`src/design/ssc_pkg.sv`:
```
// shared constants and types for the synthesizer serial config port
// assumes one system clock; the serial pins arrive from another domain
package ssc_pkg;
	localparam int WORD_W = 22;
	localparam int DATA_W = 18;
	localparam int ADDR_W = 4;

	localparam logic [3:0] ADDR_MAIN = 4'h0;
	localparam logic [3:0] ADDR_GAIN = 4'h1;
	localparam logic [3:0] ADDR_PWR  = 4'h2;
	localparam logic [3:0] ADDR_N_HI = 4'h3;
	localparam logic [3:0] ADDR_N_LO = 4'h4;
	localparam logic [3:0] ADDR_N_IF = 4'h5;
	localparam logic [3:0] ADDR_R_HI = 4'h6;
	localparam logic [3:0] ADDR_R_LO = 4'h7;
	localparam logic [3:0] ADDR_R_IF = 4'h8;

	// field positions in the power-control word
	localparam int RF_PWR_BIT = 0;
	localparam int IF_PWR_BIT = 1;
	// if output divide code within the main config word
	localparam int IF_OUTPUT_DIVIDE_LSB  = 10;

	localparam logic [17:0] DATA_RST = 18'h00000;
	localparam logic [17:0] PWR_RST  = 18'h00003;
	localparam logic [3:0]  TUNE_PERIODS = 4'hD;
	localparam int          PLL_COUNT    = 2;
	localparam int          PLL_IF       = 0;
	localparam int          PLL_RF       = 1;

	typedef enum logic [1:0] {
		TN_IDLE = 2'b01,
		TN_RUN  = 2'b10
	} ssc_tune_t;

	typedef struct packed {
		logic [17:0] hi_n;
		logic [17:0] lo_n;
		logic [17:0] if_n;
		logic [17:0] hi_r;
		logic [17:0] lo_r;
		logic [17:0] if_r;
	} ssc_div_t;

	typedef struct packed {
		logic pup_req;
		logic pdn_req;
	} ssc_pwr_ev_t;
endpackage : ssc_pkg

```
`src/design/ssc_top.sv`:
```
// serial configuration port and power/tuning control of a dual-PLL synth
// assumes the host drives serial_clk well below clock/4; pins are async
module ssc_top (
	input  wire logic                  clock,
	input  wire logic                  rst_n,
	input  wire logic                  serial_clk,
	input  wire logic                  serial_enable_n,
	input  wire logic                  serial_data_in,
	input  wire logic                  power_down_n_pin,
	input  wire logic                  pd_update_tick,
	output ssc_pkg::ssc_div_t          dividers,
	output logic [17:0]                main_cfg,
	output logic [17:0]                gain_cfg,
	output logic [1:0]                 if_output_divide,
	output logic [3:0]                 if_divide_ratio,
	output logic                       low_band_synth_sel,
	output logic                       if_pll_on,
	output logic                       rf_pll_on,
	output logic                       if_tuning,
	output logic                       rf_tuning,
	output logic                       lock_detect_n,
	output logic                       word_commit,
	output ssc_pkg::ssc_pwr_ev_t       power_events
);

	// sync order: {serial_clk, enable_n, data, power pin}
	logic [3:0] sync1_reg;
	logic [3:0] sync1_next;
	logic [3:0] sync2_reg;
	logic [3:0] sync2_next;
	logic [2:0] prev_reg;
	logic [2:0] prev_next;

	always_comb
	begin
		sync1_next = {serial_clk, serial_enable_n, serial_data_in,
			power_down_n_pin};
		sync2_next = sync1_reg;
		prev_next  = {sync2_reg[3], sync2_reg[2], sync2_reg[0]};
	end

	// idle levels so release of reset makes no false edge on the link
	always_ff @(posedge clock)
	begin
		if (!rst_n)
		begin
			sync1_reg <= 4'h4;
			sync2_reg <= 4'h4;
			prev_reg  <= 3'h2;
		end
		else
		begin
			sync1_reg <= sync1_next;
			sync2_reg <= sync2_next;
			prev_reg  <= prev_next;
		end
	end

	logic sclk_rise;
	logic en_rise;
	logic pin_rise;
	logic pin_fall;
	logic en_n_s;
	logic data_s;
	logic pin_s;

	assign en_n_s    = sync2_reg[2];
	assign data_s    = sync2_reg[1];
	assign pin_s     = sync2_reg[0];
	assign sclk_rise = sync2_reg[3] & ~prev_reg[2];
	assign en_rise   = sync2_reg[2] & ~prev_reg[1];
	assign pin_rise  = sync2_reg[0] & ~prev_reg[0];
	assign pin_fall  = ~sync2_reg[0] & prev_reg[0];

	logic [ssc_pkg::WORD_W-1:0] shift_reg;
	logic [ssc_pkg::WORD_W-1:0] shift_next;

	always_comb
	begin
		shift_next = shift_reg;
		// oldest bit falls off the top
		if (sclk_rise && !en_n_s)
			shift_next = {shift_reg[ssc_pkg::WORD_W-2:0], data_s};
	end

	always_ff @(posedge clock)
	begin
		if (!rst_n)
			shift_reg <= '0;
		else
			shift_reg <= shift_next;
	end

	logic [ssc_pkg::ADDR_W-1:0] w_addr;
	logic [ssc_pkg::DATA_W-1:0] w_data;
	assign w_addr = shift_reg[ssc_pkg::ADDR_W-1:0];
	assign w_data = shift_reg[ssc_pkg::WORD_W-1:ssc_pkg::ADDR_W];

	logic [17:0]          main_reg;
	logic [17:0]          main_next;
	logic [17:0]          gain_reg;
	logic [17:0]          gain_next;
	logic [17:0]          pwr_reg;
	logic [17:0]          pwr_next;
	ssc_pkg::ssc_div_t    div_reg;
	ssc_pkg::ssc_div_t    div_next;
	logic                 band_low_reg;
	logic                 band_low_next;
	logic [3:0]           ratio_reg;
	logic [3:0]           ratio_next;
	logic                 commit_reg;
	logic                 if_on_reg;
	logic                 if_on_next;
	logic                 rf_on_reg;
	logic                 rf_on_next;
	ssc_pkg::ssc_pwr_ev_t ev_reg;
	ssc_pkg::ssc_pwr_ev_t ev_next;
	logic                 if_freq;
	logic                 rf_freq;
	logic                 pwr_write;

	always_comb
	begin
		main_next     = main_reg;
		gain_next     = gain_reg;
		pwr_next      = pwr_reg;
		div_next      = div_reg;
		band_low_next = band_low_reg;
		if_freq       = 1'b0;
		rf_freq       = 1'b0;
		pwr_write     = 1'b0;
		// last RF divider written picks band
		if (en_rise)
		begin
			case (w_addr)
				ssc_pkg::ADDR_MAIN: main_next = w_data;
				ssc_pkg::ADDR_GAIN: gain_next = w_data;
				ssc_pkg::ADDR_PWR:
				begin
					pwr_next  = w_data;
					pwr_write = 1'b1;
				end
				ssc_pkg::ADDR_N_HI:
				begin
					div_next.hi_n = w_data;
					band_low_next = 1'b0;
					rf_freq       = 1'b1;
				end
				ssc_pkg::ADDR_N_LO:
				begin
					div_next.lo_n = w_data;
					band_low_next = 1'b1;
					rf_freq       = 1'b1;
				end
				ssc_pkg::ADDR_N_IF:
				begin
					div_next.if_n = w_data;
					if_freq       = 1'b1;
				end
				ssc_pkg::ADDR_R_HI:
				begin
					div_next.hi_r = w_data;
					band_low_next = 1'b0;
					rf_freq       = 1'b1;
				end
				ssc_pkg::ADDR_R_LO:
				begin
					div_next.lo_r = w_data;
					band_low_next = 1'b1;
					rf_freq       = 1'b1;
				end
				ssc_pkg::ADDR_R_IF:
				begin
					div_next.if_r = w_data;
					if_freq       = 1'b1;
				end
				default: ;
			endcase
		end
		// ratio 1, 2, 4 or 8
		ratio_next = 4'h1 << main_next[ssc_pkg::IF_OUTPUT_DIVIDE_LSB +: 2];
		// a PLL runs only with the pin high and its software bit set
		if_on_next = pin_s & pwr_next[ssc_pkg::IF_PWR_BIT];
		rf_on_next = pin_s & pwr_next[ssc_pkg::RF_PWR_BIT];
		ev_next.pup_req = pin_rise | (pwr_write
			& w_data[ssc_pkg::IF_PWR_BIT] & w_data[ssc_pkg::RF_PWR_BIT]);
		ev_next.pdn_req = pin_fall | (pwr_write
			& ~w_data[ssc_pkg::IF_PWR_BIT] & ~w_data[ssc_pkg::RF_PWR_BIT]);
	end

	always_ff @(posedge clock)
	begin
		if (!rst_n)
		begin
			main_reg     <= ssc_pkg::DATA_RST;
			gain_reg     <= ssc_pkg::DATA_RST;
			pwr_reg      <= ssc_pkg::PWR_RST;
			div_reg      <= '0;
			band_low_reg <= 1'b0;
			ratio_reg    <= 4'h1;
			commit_reg   <= 1'b0;
			if_on_reg    <= 1'b0;
			rf_on_reg    <= 1'b0;
			ev_reg       <= '0;
		end
		else
		begin
			main_reg     <= main_next;
			gain_reg     <= gain_next;
			pwr_reg      <= pwr_next;
			div_reg      <= div_next;
			band_low_reg <= band_low_next;
			ratio_reg    <= ratio_next;
			commit_reg   <= en_rise;
			if_on_reg    <= if_on_next;
			rf_on_reg    <= rf_on_next;
			ev_reg       <= ev_next;
		end
	end

	// tuning starts on power-up or new frequency
	logic [ssc_pkg::PLL_COUNT-1:0] on_now;
	logic [ssc_pkg::PLL_COUNT-1:0] on_was;
	logic [ssc_pkg::PLL_COUNT-1:0] freq_new;
	logic [ssc_pkg::PLL_COUNT-1:0] tune_start;
	logic [ssc_pkg::PLL_COUNT-1:0] run_next;
	logic [ssc_pkg::PLL_COUNT-1:0] run_reg;
	assign on_now     = {rf_on_next, if_on_next};
	assign on_was     = {rf_on_reg, if_on_reg};
	assign freq_new   = {rf_freq, if_freq};
	assign tune_start = on_now & (~on_was | freq_new);

	genvar gi;
	generate
		for (gi = 0; gi < ssc_pkg::PLL_COUNT; gi++)
		begin : g_tune
			ssc_pkg::ssc_tune_t st_reg;
			ssc_pkg::ssc_tune_t st_next;
			logic [3:0]         cnt_reg;
			logic [3:0]         cnt_next;

			always_comb
			begin
				st_next  = st_reg;
				cnt_next = cnt_reg;
				case (st_reg)
					ssc_pkg::TN_IDLE: ;
					ssc_pkg::TN_RUN:
					begin
						if (pd_update_tick)
						begin
							if (cnt_reg == ssc_pkg::TUNE_PERIODS - 4'h1)
								st_next = ssc_pkg::TN_IDLE;
							else
								cnt_next = cnt_reg + 4'h1;
						end
					end
					default: st_next = ssc_pkg::TN_IDLE;
				endcase
				if (tune_start[gi])
				begin
					st_next  = ssc_pkg::TN_RUN;
					cnt_next = 4'h0;
				end
				else if (!on_now[gi])
					st_next = ssc_pkg::TN_IDLE;
			end

			always_ff @(posedge clock)
			begin
				if (!rst_n)
				begin
					st_reg  <= ssc_pkg::TN_IDLE;
					cnt_reg <= 4'h0;
				end
				else
				begin
					st_reg  <= st_next;
					cnt_reg <= cnt_next;
				end
			end

			assign run_next[gi] = (st_next == ssc_pkg::TN_RUN);
		end
	endgenerate

	logic lock_n_reg;
	always_ff @(posedge clock)
	begin
		if (!rst_n)
		begin
			run_reg    <= '0;
			lock_n_reg <= 1'b0;
		end
		else
		begin
			run_reg    <= run_next;
			lock_n_reg <= |run_next;
		end
	end

	assign dividers           = div_reg;
	assign main_cfg           = main_reg;
	assign gain_cfg           = gain_reg;
	assign if_output_divide   = main_reg[ssc_pkg::IF_OUTPUT_DIVIDE_LSB +: 2];
	assign if_divide_ratio    = ratio_reg;
	assign low_band_synth_sel = band_low_reg;
	assign if_pll_on          = if_on_reg;
	assign rf_pll_on          = rf_on_reg;
	assign if_tuning          = run_reg[ssc_pkg::PLL_IF];
	assign rf_tuning          = run_reg[ssc_pkg::PLL_RF];
	assign lock_detect_n      = lock_n_reg;
	assign word_commit        = commit_reg;
	assign power_events       = ev_reg;
endmodule : ssc_top

```
`config.mk`:
```
export PLATFORM = sky130hd
export DESIGN_NAME = ssc_top
export DESIGN_NICKNAME = d
export VERILOG_FILES = /design/src/design/ssc_pkg.sv /design/src/design/ssc_top.sv
export SDC_FILE = /design/constraint.sdc
export NUM_CORES = 1
export LEC_CHECK = 0
export BUFFER_PORTS_ARGS = -buffer_cell sky130_fd_sc_hd__buf_2
export CAP_MARGIN = 25
export CORE_ASPECT_RATIO = 1.2
export CORE_MARGIN = 2
export CORE_UTILIZATION = 45
export DETAILED_ROUTE_END_ITERATION = 10
export GPL_ROUTABILITY_DRIVEN = 0
export GPL_TIMING_DRIVEN = 1
export PLACE_DENSITY = 0.79
export SLEW_MARGIN = 0
export SYNTH_ARGS = -nofsm -noshare
export SYNTH_HDL_FRONTEND = slang
export SYNTH_SLANG_ARGS = --single-unit
```
`constraint.sdc`:
```
create_clock -name clock -period 2.2 [get_ports clock]
set_input_delay 0.44 -clock clock [delete_from_list [all_inputs] [get_ports clock]]
set_output_delay 0.44 -clock clock [all_outputs]
set_load 0.005 [all_outputs]
```
==> Yosys cells after proc, flatten, opt, wreduce, memory -nomap -nowiden <==
Cells that the tools add are included.
{ "classes": {"n_addsub": 2, "n_eq_ne": 16, "shift": 1, "n_mux": 21, "bitwise_logic": 24, "reduce_logical": 22} }
{ "ops": {"columns": ["op", "count"], "rows": [
  ["two-way mux 12 bit", 2],
  ["two-way mux 2 bit", 10],
  ["AND reduction 2 bit", 9],
  ["== test 4 x 3 -> 1 bit (second input constant)", 4],
  ["== test 4 bit (second input constant)", 3],
  ["OR reduction 2 bit", 6],
  ["AND 1 bit", 10],
  ["inverter 1 bit", 9],
  ["adder 4 x 1 -> 4 bit (second input constant)", 2],
  ["== test 2 bit (second input constant)", 4],
  ["== test 4 x 2 -> 1 bit (second input constant)", 2],
  ["one-hot mux 2 bit (2 select lines)", 2],
  ["two-way mux 1 bit", 6],
  ["AND reduction 3 bit", 2],
  ["== test 2 x 1 -> 1 bit (second input constant)", 2],
  ["== test 4 x 1 -> 1 bit (second input constant)", 1],
  ["zero test 4 bit", 1],
  ["OR reduction 4 bit", 1],
  ["left shift 1 x 2 -> 4 bit (first input constant)", 1],
  ["AND 2 bit", 1],
  ["inverter 2 bit", 1],
  ["bitwise OR 1 bit", 2],
  ["bitwise OR 2 bit", 1],
  ["one-hot mux 1 bit (2 select lines)", 1],
  ["other kinds (3)", 3]
]} }
{ "word_totals": {"reg_bits": 204, "out_inout_bits": 159, "elab_cells": 113} }

==> Depth between registers and ports, before layout <==
Gate-level depths: netlist of run 1.
{ "logic_depth": {"depth_word": 9, "ltp_mapped": 8, "ltp_nobuf": 6} }

==> Worst setup path before layout of run 1 <==
No wires, ideal clock.
{ "synth_timing": {"kind": "reg-to-reg", "start": "reg shift_reg[2] (netlist bit)", "end": "reg ratio_reg[1] (netlist: if_divide_ratio[1])", "arrival_time_ns": 1.623, "required_time_ns": 2.085, "setup_slack_ns": 0.462, "stages_incl_launch_ff": 8, "path_cell_list": "dfxtp_1 > buf_6 > or4b_1 > buf_4 > o31ai_2 > a21o_1 > inv_1 > and2_1"} }
{ "synth_via": {"elab_chain_len": 4} }
{ "synth_rtl": {"columns": ["item", "line_no", "text"], "rows": [
  ["start: declaration", "ssc_top.sv:75", "logic [ssc_pkg::WORD_W-1:0] shift_reg;"],
  ["start signal: assignment", "ssc_top.sv:91", "shift_reg <= shift_next;"],
  ["zero test 4 bit", "ssc_top.sv:135", "case (w_addr)"],
  ["two-way mux 12 bit", "ssc_top.sv:135", null],
  ["two-way mux 12 bit", "ssc_top.sv:133", "if (en_rise)"],
  ["left shift 1 x 2 -> 4 bit", "ssc_top.sv:181", "ratio_next = 4'h1 << main_next[ssc_pkg::IF_OUTPUT_DIVIDE_LSB +: 2];"],
  ["end signal: assignment", "ssc_top.sv:213", "ratio_reg <= ratio_next;"],
  ["end: declaration", "ssc_top.sv:109", "logic [3:0] ratio_reg;"]
]} }
Every way passes these cells.
A chain may end at the register's enable or synchronous reset.

==> Final worst setup path of run 1 <==
{ "layout_timing": {"start": "reg shift_reg[3] (netlist bit)", "end": "reg gain_reg[2] (netlist: gain_cfg[2])"} }
{ "layout_via": {"elab_chain_len": 2} }
{ "layout_rtl": {"columns": ["item", "line_no", "text"], "rows": [
  ["== test 4 x 1 -> 1 bit", "ssc_top.sv:135", null],
  ["AND reduction 2 bit (no line)", null, null],
  ["end signal: assignment", "ssc_top.sv:196", "gain_reg <= ssc_pkg::DATA_RST;"],
  ["end signal: assignment", "ssc_top.sv:209", "gain_reg <= gain_next;"],
  ["end: declaration", "ssc_top.sv:101", "logic [17:0] gain_reg;"]
]} }
Every way passes these cells.

==> results.yml, run 1 <==
critical_path:
  cp_slowest_stage_delay_ns: 0.78
  worst-setup-path-type: "reg -> reg"
  r2r_slack_ns: 0.21
  critical-path-top-delay-family: "simple AND/OR/NAND/NOR gates"
  cp-start-kind: "register"
  endpoint_kind: "register"
  cp.required_ns: 2.62
  worstPathCellList: "or4b_1 -> nor2_4 -> nand2_1 -> a21oi_1"
  slowest_stage: "or4b_1"
  reg2reg_to: "gain_cfg[2]"
  crit_fanout: 18
  r2r-start: "shift_reg[3]"
  cp_data_arrival_time_ns: 2.41
  critPathBufInv: 0
  worst_r2r_path_depth: 4
placement:
  place_inst: 1254
  hpwl_um: 13700
  io_buffers: 165
  place_area_um2: 8530
run:
  drv_cap: 0
finish:
  largest_register_ffs: 108
  area_growth_syn_to_layout_pct: 22.8
  layout-drive-gt1-share_pct: 21.7
  fill_cells: 1444
  fin_nets: 1081
  n_antenna_cell: 0
  stdcell_count: 1290
  final_area_um2: 9220
routing:
  ant_nets: 0
  initialDrtViolationCount: 593
  viasPerCell: 5.26
  wire_per_inst_um: 16.3
  firstDrtPassIters: 5
  wirelength_um: 21000
  route.detailed.drc: 0
  vias: 6781
sta:
  tns_ns: 0
  holdWs_ns: 0.140
  setup_viol: 0
  clock_skew_ns: 0.0191
  finalMaxSlewViolations: 0
  clock.fmax_mhz: 503
  rsz0062_at_grt: "false"
  worst_slew_pin_slew_ns: 0.694
  hold_viol_final: 0
  relSlewSlack_pct: 53.6
  fin_crit_ns: 1.99
  fin_crit_sh_pct: 90.3
clock_network:
  cts_setup_buffers: 0
  clkTransAtPathRegs_ns: 0.06
  ctsResizeCount: 0
  cts_max_level: 1
  postCtsHoldBufs: 0
  cts.sinks: 204
  worstSkewPairLatency_ns: 0.49
  cts.root.buffer_cell: "clkbuf_16"
  cts_tree: "built"
  cts_buffers: 20
  max-clock-path-buffers: 3
yosys:
  synth_edf_count: 0
  synth-compound-area-share_pct: 14.8
  synth_area_um2: 7510
  synth-xor-area-share_pct: 0.700
  async_flop_share_pct: 0
  synth-seq-area-share_pct: 54.4
  ys.flop_type: "dfxtp_1"
  synth-seq-cells: 204
  synth-adder-area-share_pct: 1.67
  post_synth_mux_area_share_pct: 0.533
  postSynthAreaPerCell_um2: 8.15
  synth_top_family_by_area: "simple AND/OR/NAND/NOR gates"
  netlist_instances: 921
  synth-simple-area-share_pct: 22.6
  synth_cell_types: 50
  syn_nets: 938
  yosys_warnings: 0
global_route:
  grt_pass1_wl_um: 32400
  gr-total-overflow: 0
  first_global_vias: 6099
  grt_max_degree: 50
  antenna_found_initial: 0
  grt_use_total_pct: 22.8
die:
  die_w_um: 122
  die_h_um: 146
  core_um2: 16300
  dieArea_um2: 17700
  ios: 166
  num_rows: 51
  initial_utilization_pct: 46.1
power:
  irDropWorstVdd_mv: 0.553
  power_density_nw_per_um2: 804
  static-leakage-power_nw: 3.75
  power_mw: 7.41
worst_hold_path:
  worstHoldPathCells: 2
  hold_class: "in -> reg"
  worstHoldEndpoint: "sync1_reg[2]"
  hp-start: "serial_enable_n"
status:
  status: "finished clean"
worst max-delay path by stage:
| stage | slack, ns | to | depth (start not counted) | start |
|---|---|---|---|---|
| 6_report | 0.21 | gain_cfg[2] | 4 | shift_reg[3] |
| 5_1_grt | 0.05 | g_tune[0].cnt_reg[0] | 4 | shift_reg[2] |
| 4_1_cts | 0.23 | gain_cfg[2] | 4 | shift_reg[3] |
| 3_5_place_dp | 0.24 | gain_cfg[2] | 4 | shift_reg[3] |
| 3_3_place_gp | 0.30 | if_divide_ratio[1] | 5 | shift_reg[3] |
| 2_1_floorplan | 0.46 | if_divide_ratio[1] | 7 | shift_reg[2] |
cells in the mapped netlist (3+ instances only):
cell | number | area, um2
nand2_1 | 321 | 1200
dfxtp_1 | 204 | 4080
a21oi_1 | 167 | 836
clkbuf_1 | 48 | 180
o21ai_0 | 20 | 100
inv_1 | 18 | 67.6
buf_2 | 14 | 70.1
nor3_1 | 14 | 70.1
ha_1 | 10 | 125
nor2_1 | 10 | 37.5
and2_1 | 9 | 56.3
nand3_1 | 9 | 45.0
nand4_1 | 7 | 43.8
and3_1 | 5 | 31.3
buf_4 | 5 | 37.5
nand2b_1 | 5 | 31.3
a21o_1 | 4 | 30.0
mux2i_1 | 4 | 40.0
nor2b_1 | 4 | 25.0
xor2_1 | 4 | 35.0
buf_6 | 3 | 33.8
logic make-up (layout without fill, tap and decap cells):
| group | count (synthesis) | count (layout) |
|---|---|---|
| and+or+nand+nor | 398 | 398 |
| AOI/OAI and AO/OA | 208 | 208 |
| DFF | 204 | 204 |
| buffers and inverters | 91 | 248 |
| adders and majority gates | 10 | 10 |
| xor gates and xnor gates | 6 | 6 |
| muxes | 4 | 4 |
cell usage in the layout (no fill, tap or decap), drive strengths merged, types with 5 or more instances in the layout:
cell and count:
clkbuf 28, nor3 16, ha 10, inv 19, nand2b 5, nor2 14, nand2 321, and2 9
nand4 7, a21oi 167, and3 5, buf 193, dfxtp 204, nand3 9, o21ai 21
power by group:
group | total [mW] | internal [mW] | leakage, nW | switching (mW)
Sequential | 3.72 | 3.71 | 1.65 | 0.00908
Combinational | 0.136 | 0.0437 | 1.77 | 0.0923
Clock | 3.56 | 2.15 | 0.332 | 1.41
area by class of cell:
| cell class | count | area (um2) | area share [%] |
|---|---|---|---|
| flip-flops and latches | 204 | 4080 | 44.3 |
| clock buffers | 28 | 562 | 6.09 |
| well taps | 212 | 265 | 2.88 |
| clock inverters | 8 | 125 | 1.36 |
| multi-input cells | 626 | 3020 | 32.8 |
| inverters | 19 | 73.8 | 0.801 |
| repair buffers | 193 | 1090 | 11.8 |
per-stage QoR:
step | util [%] | worst slack, ns
floorplan | - | 0.462
global placement | 52.4 | 0.299
detailed placement | 52.4 | 0.237
CTS | 56.7 | 0.226
global route | 56.7 | 0.0526
finish | 56.7 | 0.212
routing by layer:
metal  part of all wire, %  vias to the layer above  global-route usage [%]
met1                    40                     3133                    30.0
li1                      -                     3295                       -
met3                   7.6                       64                    3.68
met4                   3.9                        0                    9.66
met2                    48                      289                    37.1
met5                     0                        -                       0
No activity file was read; power rests on OpenSTA's default activity.
==> run 2, diff against run 1 <==
Settings changed: SETUP_SLACK_MARGIN from default to 0.5.
==> run 2 against run 1 <==
  * Setup slack improved by 0.27 ns
  * Largest cell class unchanged
  * Register-to-register slack improved by 0.27 ns
  * Clock power fell by 8.7%
  * Critical path type unchanged
  * Via count rose by 1.6%
==> results.yml, run 2 (synthesis results as in run 1) <==
routing:
  wire_per_inst_um: 16.5
  firstDrtPassIters: 5
  viasPerCell: 5.32
  initialDrtViolationCount: 587
  vias: 6889
  ant_nets: 0
  route.detailed.drc: 0
  wirelength_um: 21300
power:
  pwr-share-clk_pct: 45.7
  power_switching_mw: 1.45
  power_density_nw_per_um2: 759
  static-leakage-power_nw: 3.79
  p_int_mw: 5.65
  irDropWorstVdd_mv: 0.647
  combPwrFrac_pct: 2.0
  seqPwrFrac_pct: 52.3
  swShare_pct: 20.4
clock_network:
  cts.root.buffer_cell: "clkbuf_16"
  worstSkewPairLatency_ns: 0.49
  cts_max_level: 1
  cts_buffers: 20
  postCtsHoldBufs: 0
  cts_tree: "built"
  cts.sinks: 204
  clkTransAtPathRegs_ns: 0.06
  max-clock-path-buffers: 3
sta:
  tns_ns: 0
  holdWs_ns: 0.137
  fin_crit_ns: 1.72
  hold_viol_final: 0
  clock.fmax_mhz: 582
  setup_viol: 0
  fin_crit_sh_pct: 78.2
  worst_slew_pin_slew_ns: 0.721
  rsz0062_at_grt: "true"
  relSlewSlack_pct: 51.8
  finalMaxSlewViolations: 0
  clock_skew_ns: 0.0156
finish:
  final_core_util_pct: 57.5
  layout_commonest_cell: "nand2_1"
  fin_nets: 1089
  area_growth_syn_to_layout_pct: 24.7
  layout-drive-gt1-share_pct: 24.3
  fill_cells: 1437
  largest_register_ffs: 108
  layout_common_cells: "nand2_1, dfxtp_1, a21oi_1"
  n_antenna_cell: 0
  final_area_um2: 9360
die:
  die_w_um: 122
  die_h_um: 146
  dieArea_um2: 17700
  num_rows: 51
  initial_utilization_pct: 46.1
  core_um2: 16300
  ios: 166
run:
  drv_cap: 0
critical_path:
  cp_data_arrival_time_ns: 2.10
  worst_r2r_path_depth: 5
  cp-start-kind: "register"
  worst-setup-path-type: "reg -> reg"
  cp.required_ns: 2.58
  endpoint_kind: "register"
  crit_fanout: 6
global_route:
  gr-total-overflow: 0
  first_global_vias: 6386
  grt_use_total_pct: 23.5
  antenna_found_initial: 0
  grt_pass1_wl_um: 33500
  grt_max_degree: 61
worst_hold_path:
  hold_class: "in -> reg"
  worstHoldPathCells: 2
placement:
  hpwl_um: 13700
  place_area_um2: 8500
  io_buffers: 165
status:
  status: "finished clean"
==> run 2: final cells by class <==
cell class                 count  area, um2  share of cell area, %
inverter                      19       73.8                  0.788
tap                          212        265                   2.83
sequential                   204       4100                   43.8
clock buffer                  30        609                   6.51
clock inverter                 3       18.8                  0.200
timing repair buffer         201       1150                   12.3
multi-input combinational    626       3140                   33.6
==> run 2: per-layer routing <==
| layer | track usage, % | share of wire, % |
|---|---|---|
| met5 | 0 | 0 |
| met4 | 9.43 | 3.5 |
| met2 | 38.8 | 48 |
| met3 | 3.80 | 7.9 |
| met1 | 30.4 | 40 |
==> run 2: timing repair <==
| action | in CTS | in global routing |
|---|---|---|
| gates resized for setup | 17 | 15 |
| endpoints found under the setup margin | 91 | 90 |
| setup buffers | 9 | 1 |
| pin swaps | 7 | 3 |
==> run 2: final timing paths <==
kind,start,end,slack [ns]
min reg2reg,sync1_reg[2],sync2_reg[2],0.42
max reg2reg,shift_reg[2],g_tune[0].st_reg[1],0.48
max,shift_reg[2],g_tune[0].st_reg[1],0.48
min,serial_enable_n,sync1_reg[2],0.14
==> run 2: power by group through the flow <==
| stage | registers (mW) | clock network [mW] | logic, mW |
|---|---|---|---|
| finish | 3.72 | 3.25 | 0.144 |
| global route | 3.72 | 3.44 | 0.157 |
| CTS | 3.72 | 3.30 | 0.139 |
| floorplan | 3.80 | 0 | 0.0907 |
| detailed placement | 3.80 | 0 | 0.133 |
| global placement | 3.80 | 0 | 0.132 |
==> run 2: stage by stage <==
step	setup slack, ns	power, mW	instances
floorplan	0.478	3.89	921
global placement	0.222	3.93	1252
detailed placement	0.168	3.93	1252
CTS	0.478	7.15	1294
global route	0.403	7.31	1295
finish	0.481	7.11	1295
==> run 2: critical path: stages (launching register included) <==
cell     delay, ns
dfxtp_4       0.36
or4b_4        0.65
o21ai_4       0.24
a21o_1        0.21
inv_2         0.06
o21a_1        0.09
==> run 3, diff against run 2 <==
Settings changed: PLACE_DENSITY 0.79 to 0.82.
Clock period 2.2 ns to 1.5 ns, I/O delays scaled along.
==> run 3 against run 2 <==
  * The run now ends with setup timing left
  * Non-clock buffer count rose by 86
  * Utilization up 15 points
  * Via count rose by 16%
  * First-iteration DRC count is 61% higher
  * Wire length increased by 38%
  * Die area stayed put
  * Clock power rose by 74%
  * Global-route usage is 2.7 points higher
  * Setup slack lost 0.79 ns
==> results.yml, run 3 (synthesis results as in run 1) <==
sta:
  tns_ns: -31.62
  hold_viol_final: 0
  rsz0062_at_grt: "true"
  worst_slack_ns: -0.307
  relSlewSlack_pct: 41.8
  clock_skew_ns: 0.0141
  fin_crit_ns: 1.81
  finalMaxSlewViolations: 0
  setup_viol: 170
  fin_crit_sh_pct: 120
  clock.fmax_mhz: 553
  worst_slew_pin_slew_ns: 0.872
die:
  core_um2: 16300
  ios: 166
  initial_utilization_pct: 46.1
  die_h_um: 146
  dieArea_um2: 17700
  die_w_um: 122
  num_rows: 51
critical_path:
  worst-setup-path-type: "reg -> reg"
  cp_data_arrival_time_ns: 2.22
  cp-start-kind: "register"
  r2r-start: "shift_reg[2]"
  endpoint_kind: "register"
  startpoint: "shift_reg[2]"
  cp.required_ns: 1.91
  crit_fanout: 5
routing:
  ant_nets: 0
  initialDrtViolationCount: 946
  firstDrtPassIters: 5
  vias: 8019
  wirelength_um: 29400
  viasPerCell: 5.78
  wire_per_inst_um: 21.2
  route.detailed.drc: 0
clock_network:
  max-clock-path-buffers: 3
  worstSkewPairLatency_ns: 0.49
  cts.root.buffer_cell: "clkbuf_16"
  clkTransAtPathRegs_ns: 0.06
  cts_max_level: 1
  cts_tree: "built"
  cts_buffers: 21
  cts.sinks: 204
worst_hold_path:
  hp-start: "power_down_n_pin"
  hold_class: "in -> reg"
status:
  status: "finished, violations left"
  violations: "setup timing"
global_route:
  antenna_found_initial: 0
  gr-total-overflow: 0
  grt_pass1_wl_um: 37200
  grt_max_degree: 74
  first_global_vias: 7183
  grt_use_total_pct: 26.1
finish:
  area_growth_syn_to_layout_pct: 56.8
  largest_register_ffs: 108
  fin_nets: 1179
  fill_cells: 989
  n_antenna_cell: 0
  final_core_util_pct: 72.4
  layout_commonest_cell: "nand2_1"
  layout_common_cells: "nand2_1, dfxtp_1, buf_2"
  layout-drive-gt1-share_pct: 48.0
power:
  static-leakage-power_nw: 5.42
  irDropWorstVdd_mv: 0.770
  power_density_nw_per_um2: 970
run:
  drv_cap: 0
placement:
  io_buffers: 165
  hpwl_um: 14400
==> run 3: critical path: stages (launching register included) <==
cell and delay (ns):
dfxtp_2 0.37, buf_6 0.11, buf_6 0.08, buf_6 0.11, nand4bb_4 0.17, buf_6 0.17, nor2_4 0.17, buf_12 0.15
buf_16 0.13, nand2_1 0.08, a21oi_1 0.20
==> run 3: what timing repair did <==
| item | CTS | global route |
|---|---|---|
| setup endpoints to repair | 351 | 352 |
| buffers inserted | 10 | 27 |
| gates resized for setup | 74 | 283 |
| pin swaps | 20 | 89 |
| endpoints found under the hold margin | 1 | 0 |
| hold buffers | 1 | 0 |
| gates cloned | 7 | 11 |
==> run 3: final cells by class <==
| type | count | area (um2) | area share [%] |
|---|---|---|---|
| tap | 212 | 265 | 2.25 |
| clock buffer | 24 | 547 | 4.64 |
| multi-input combinational | 629 | 4030 | 34.2 |
| timing repair buffer | 287 | 2480 | 21.1 |
| inverter | 19 | 78.8 | 0.669 |
| clock inverter | 13 | 201 | 1.71 |
| sequential | 204 | 4170 | 35.4 |
==> run 3: per-layer routing <==
| layer | global-route usage [%] | wire length [um] | share of wire [%] |
|---|---|---|---|
| met1 | 31.8 | 10700 | 36 |
| met2 | 44.9 | 14000 | 47 |
| met3 | 4.15 | 2710 | 9.2 |
| met4 | 12.0 | 2010 | 6.8 |
| met5 | 0 | 0 | 0 |
==> run 3: final timing paths <==
path                                endpoint  slack (ns)  depth (start not counted)
worst min register to register  sync2_reg[2]        0.41                          1
worst min-delay path            sync1_reg[0]        0.01                          2
worst max register to register  dividers[35]       -0.31                         10
worst max-delay path            dividers[35]       -0.31                         10
==> run 3: power breakdown <==
part	internal, mW	total (mW)	switching, mW
Sequential	5.43	5.44	0.0164
Clock	3.49	5.66	2.17
Combinational	0.114	0.307	0.193
==> run 3: stage by stage <==
stage / worst slack, ns / instances / area (um2) / total power [mW] / hold WS [ns]
4_1_cts: -0.195 / 1350 / 10400 / 11.4 / 0.00779
2_1_floorplan: -0.222 / 921 / 7730 / 5.71 / 0.373
6_report: -0.307 / 1388 / 11800 / 11.4 / 0.0144
5_1_grt: -0.342 / 1388 / 11800 / 11.7 / 0.0308
3_5_place_dp: -0.203 / 1295 / 9080 / 5.80 / 0.393
3_3_place_gp: -0.157 / 1295 / 9080 / 5.79 / 0.394
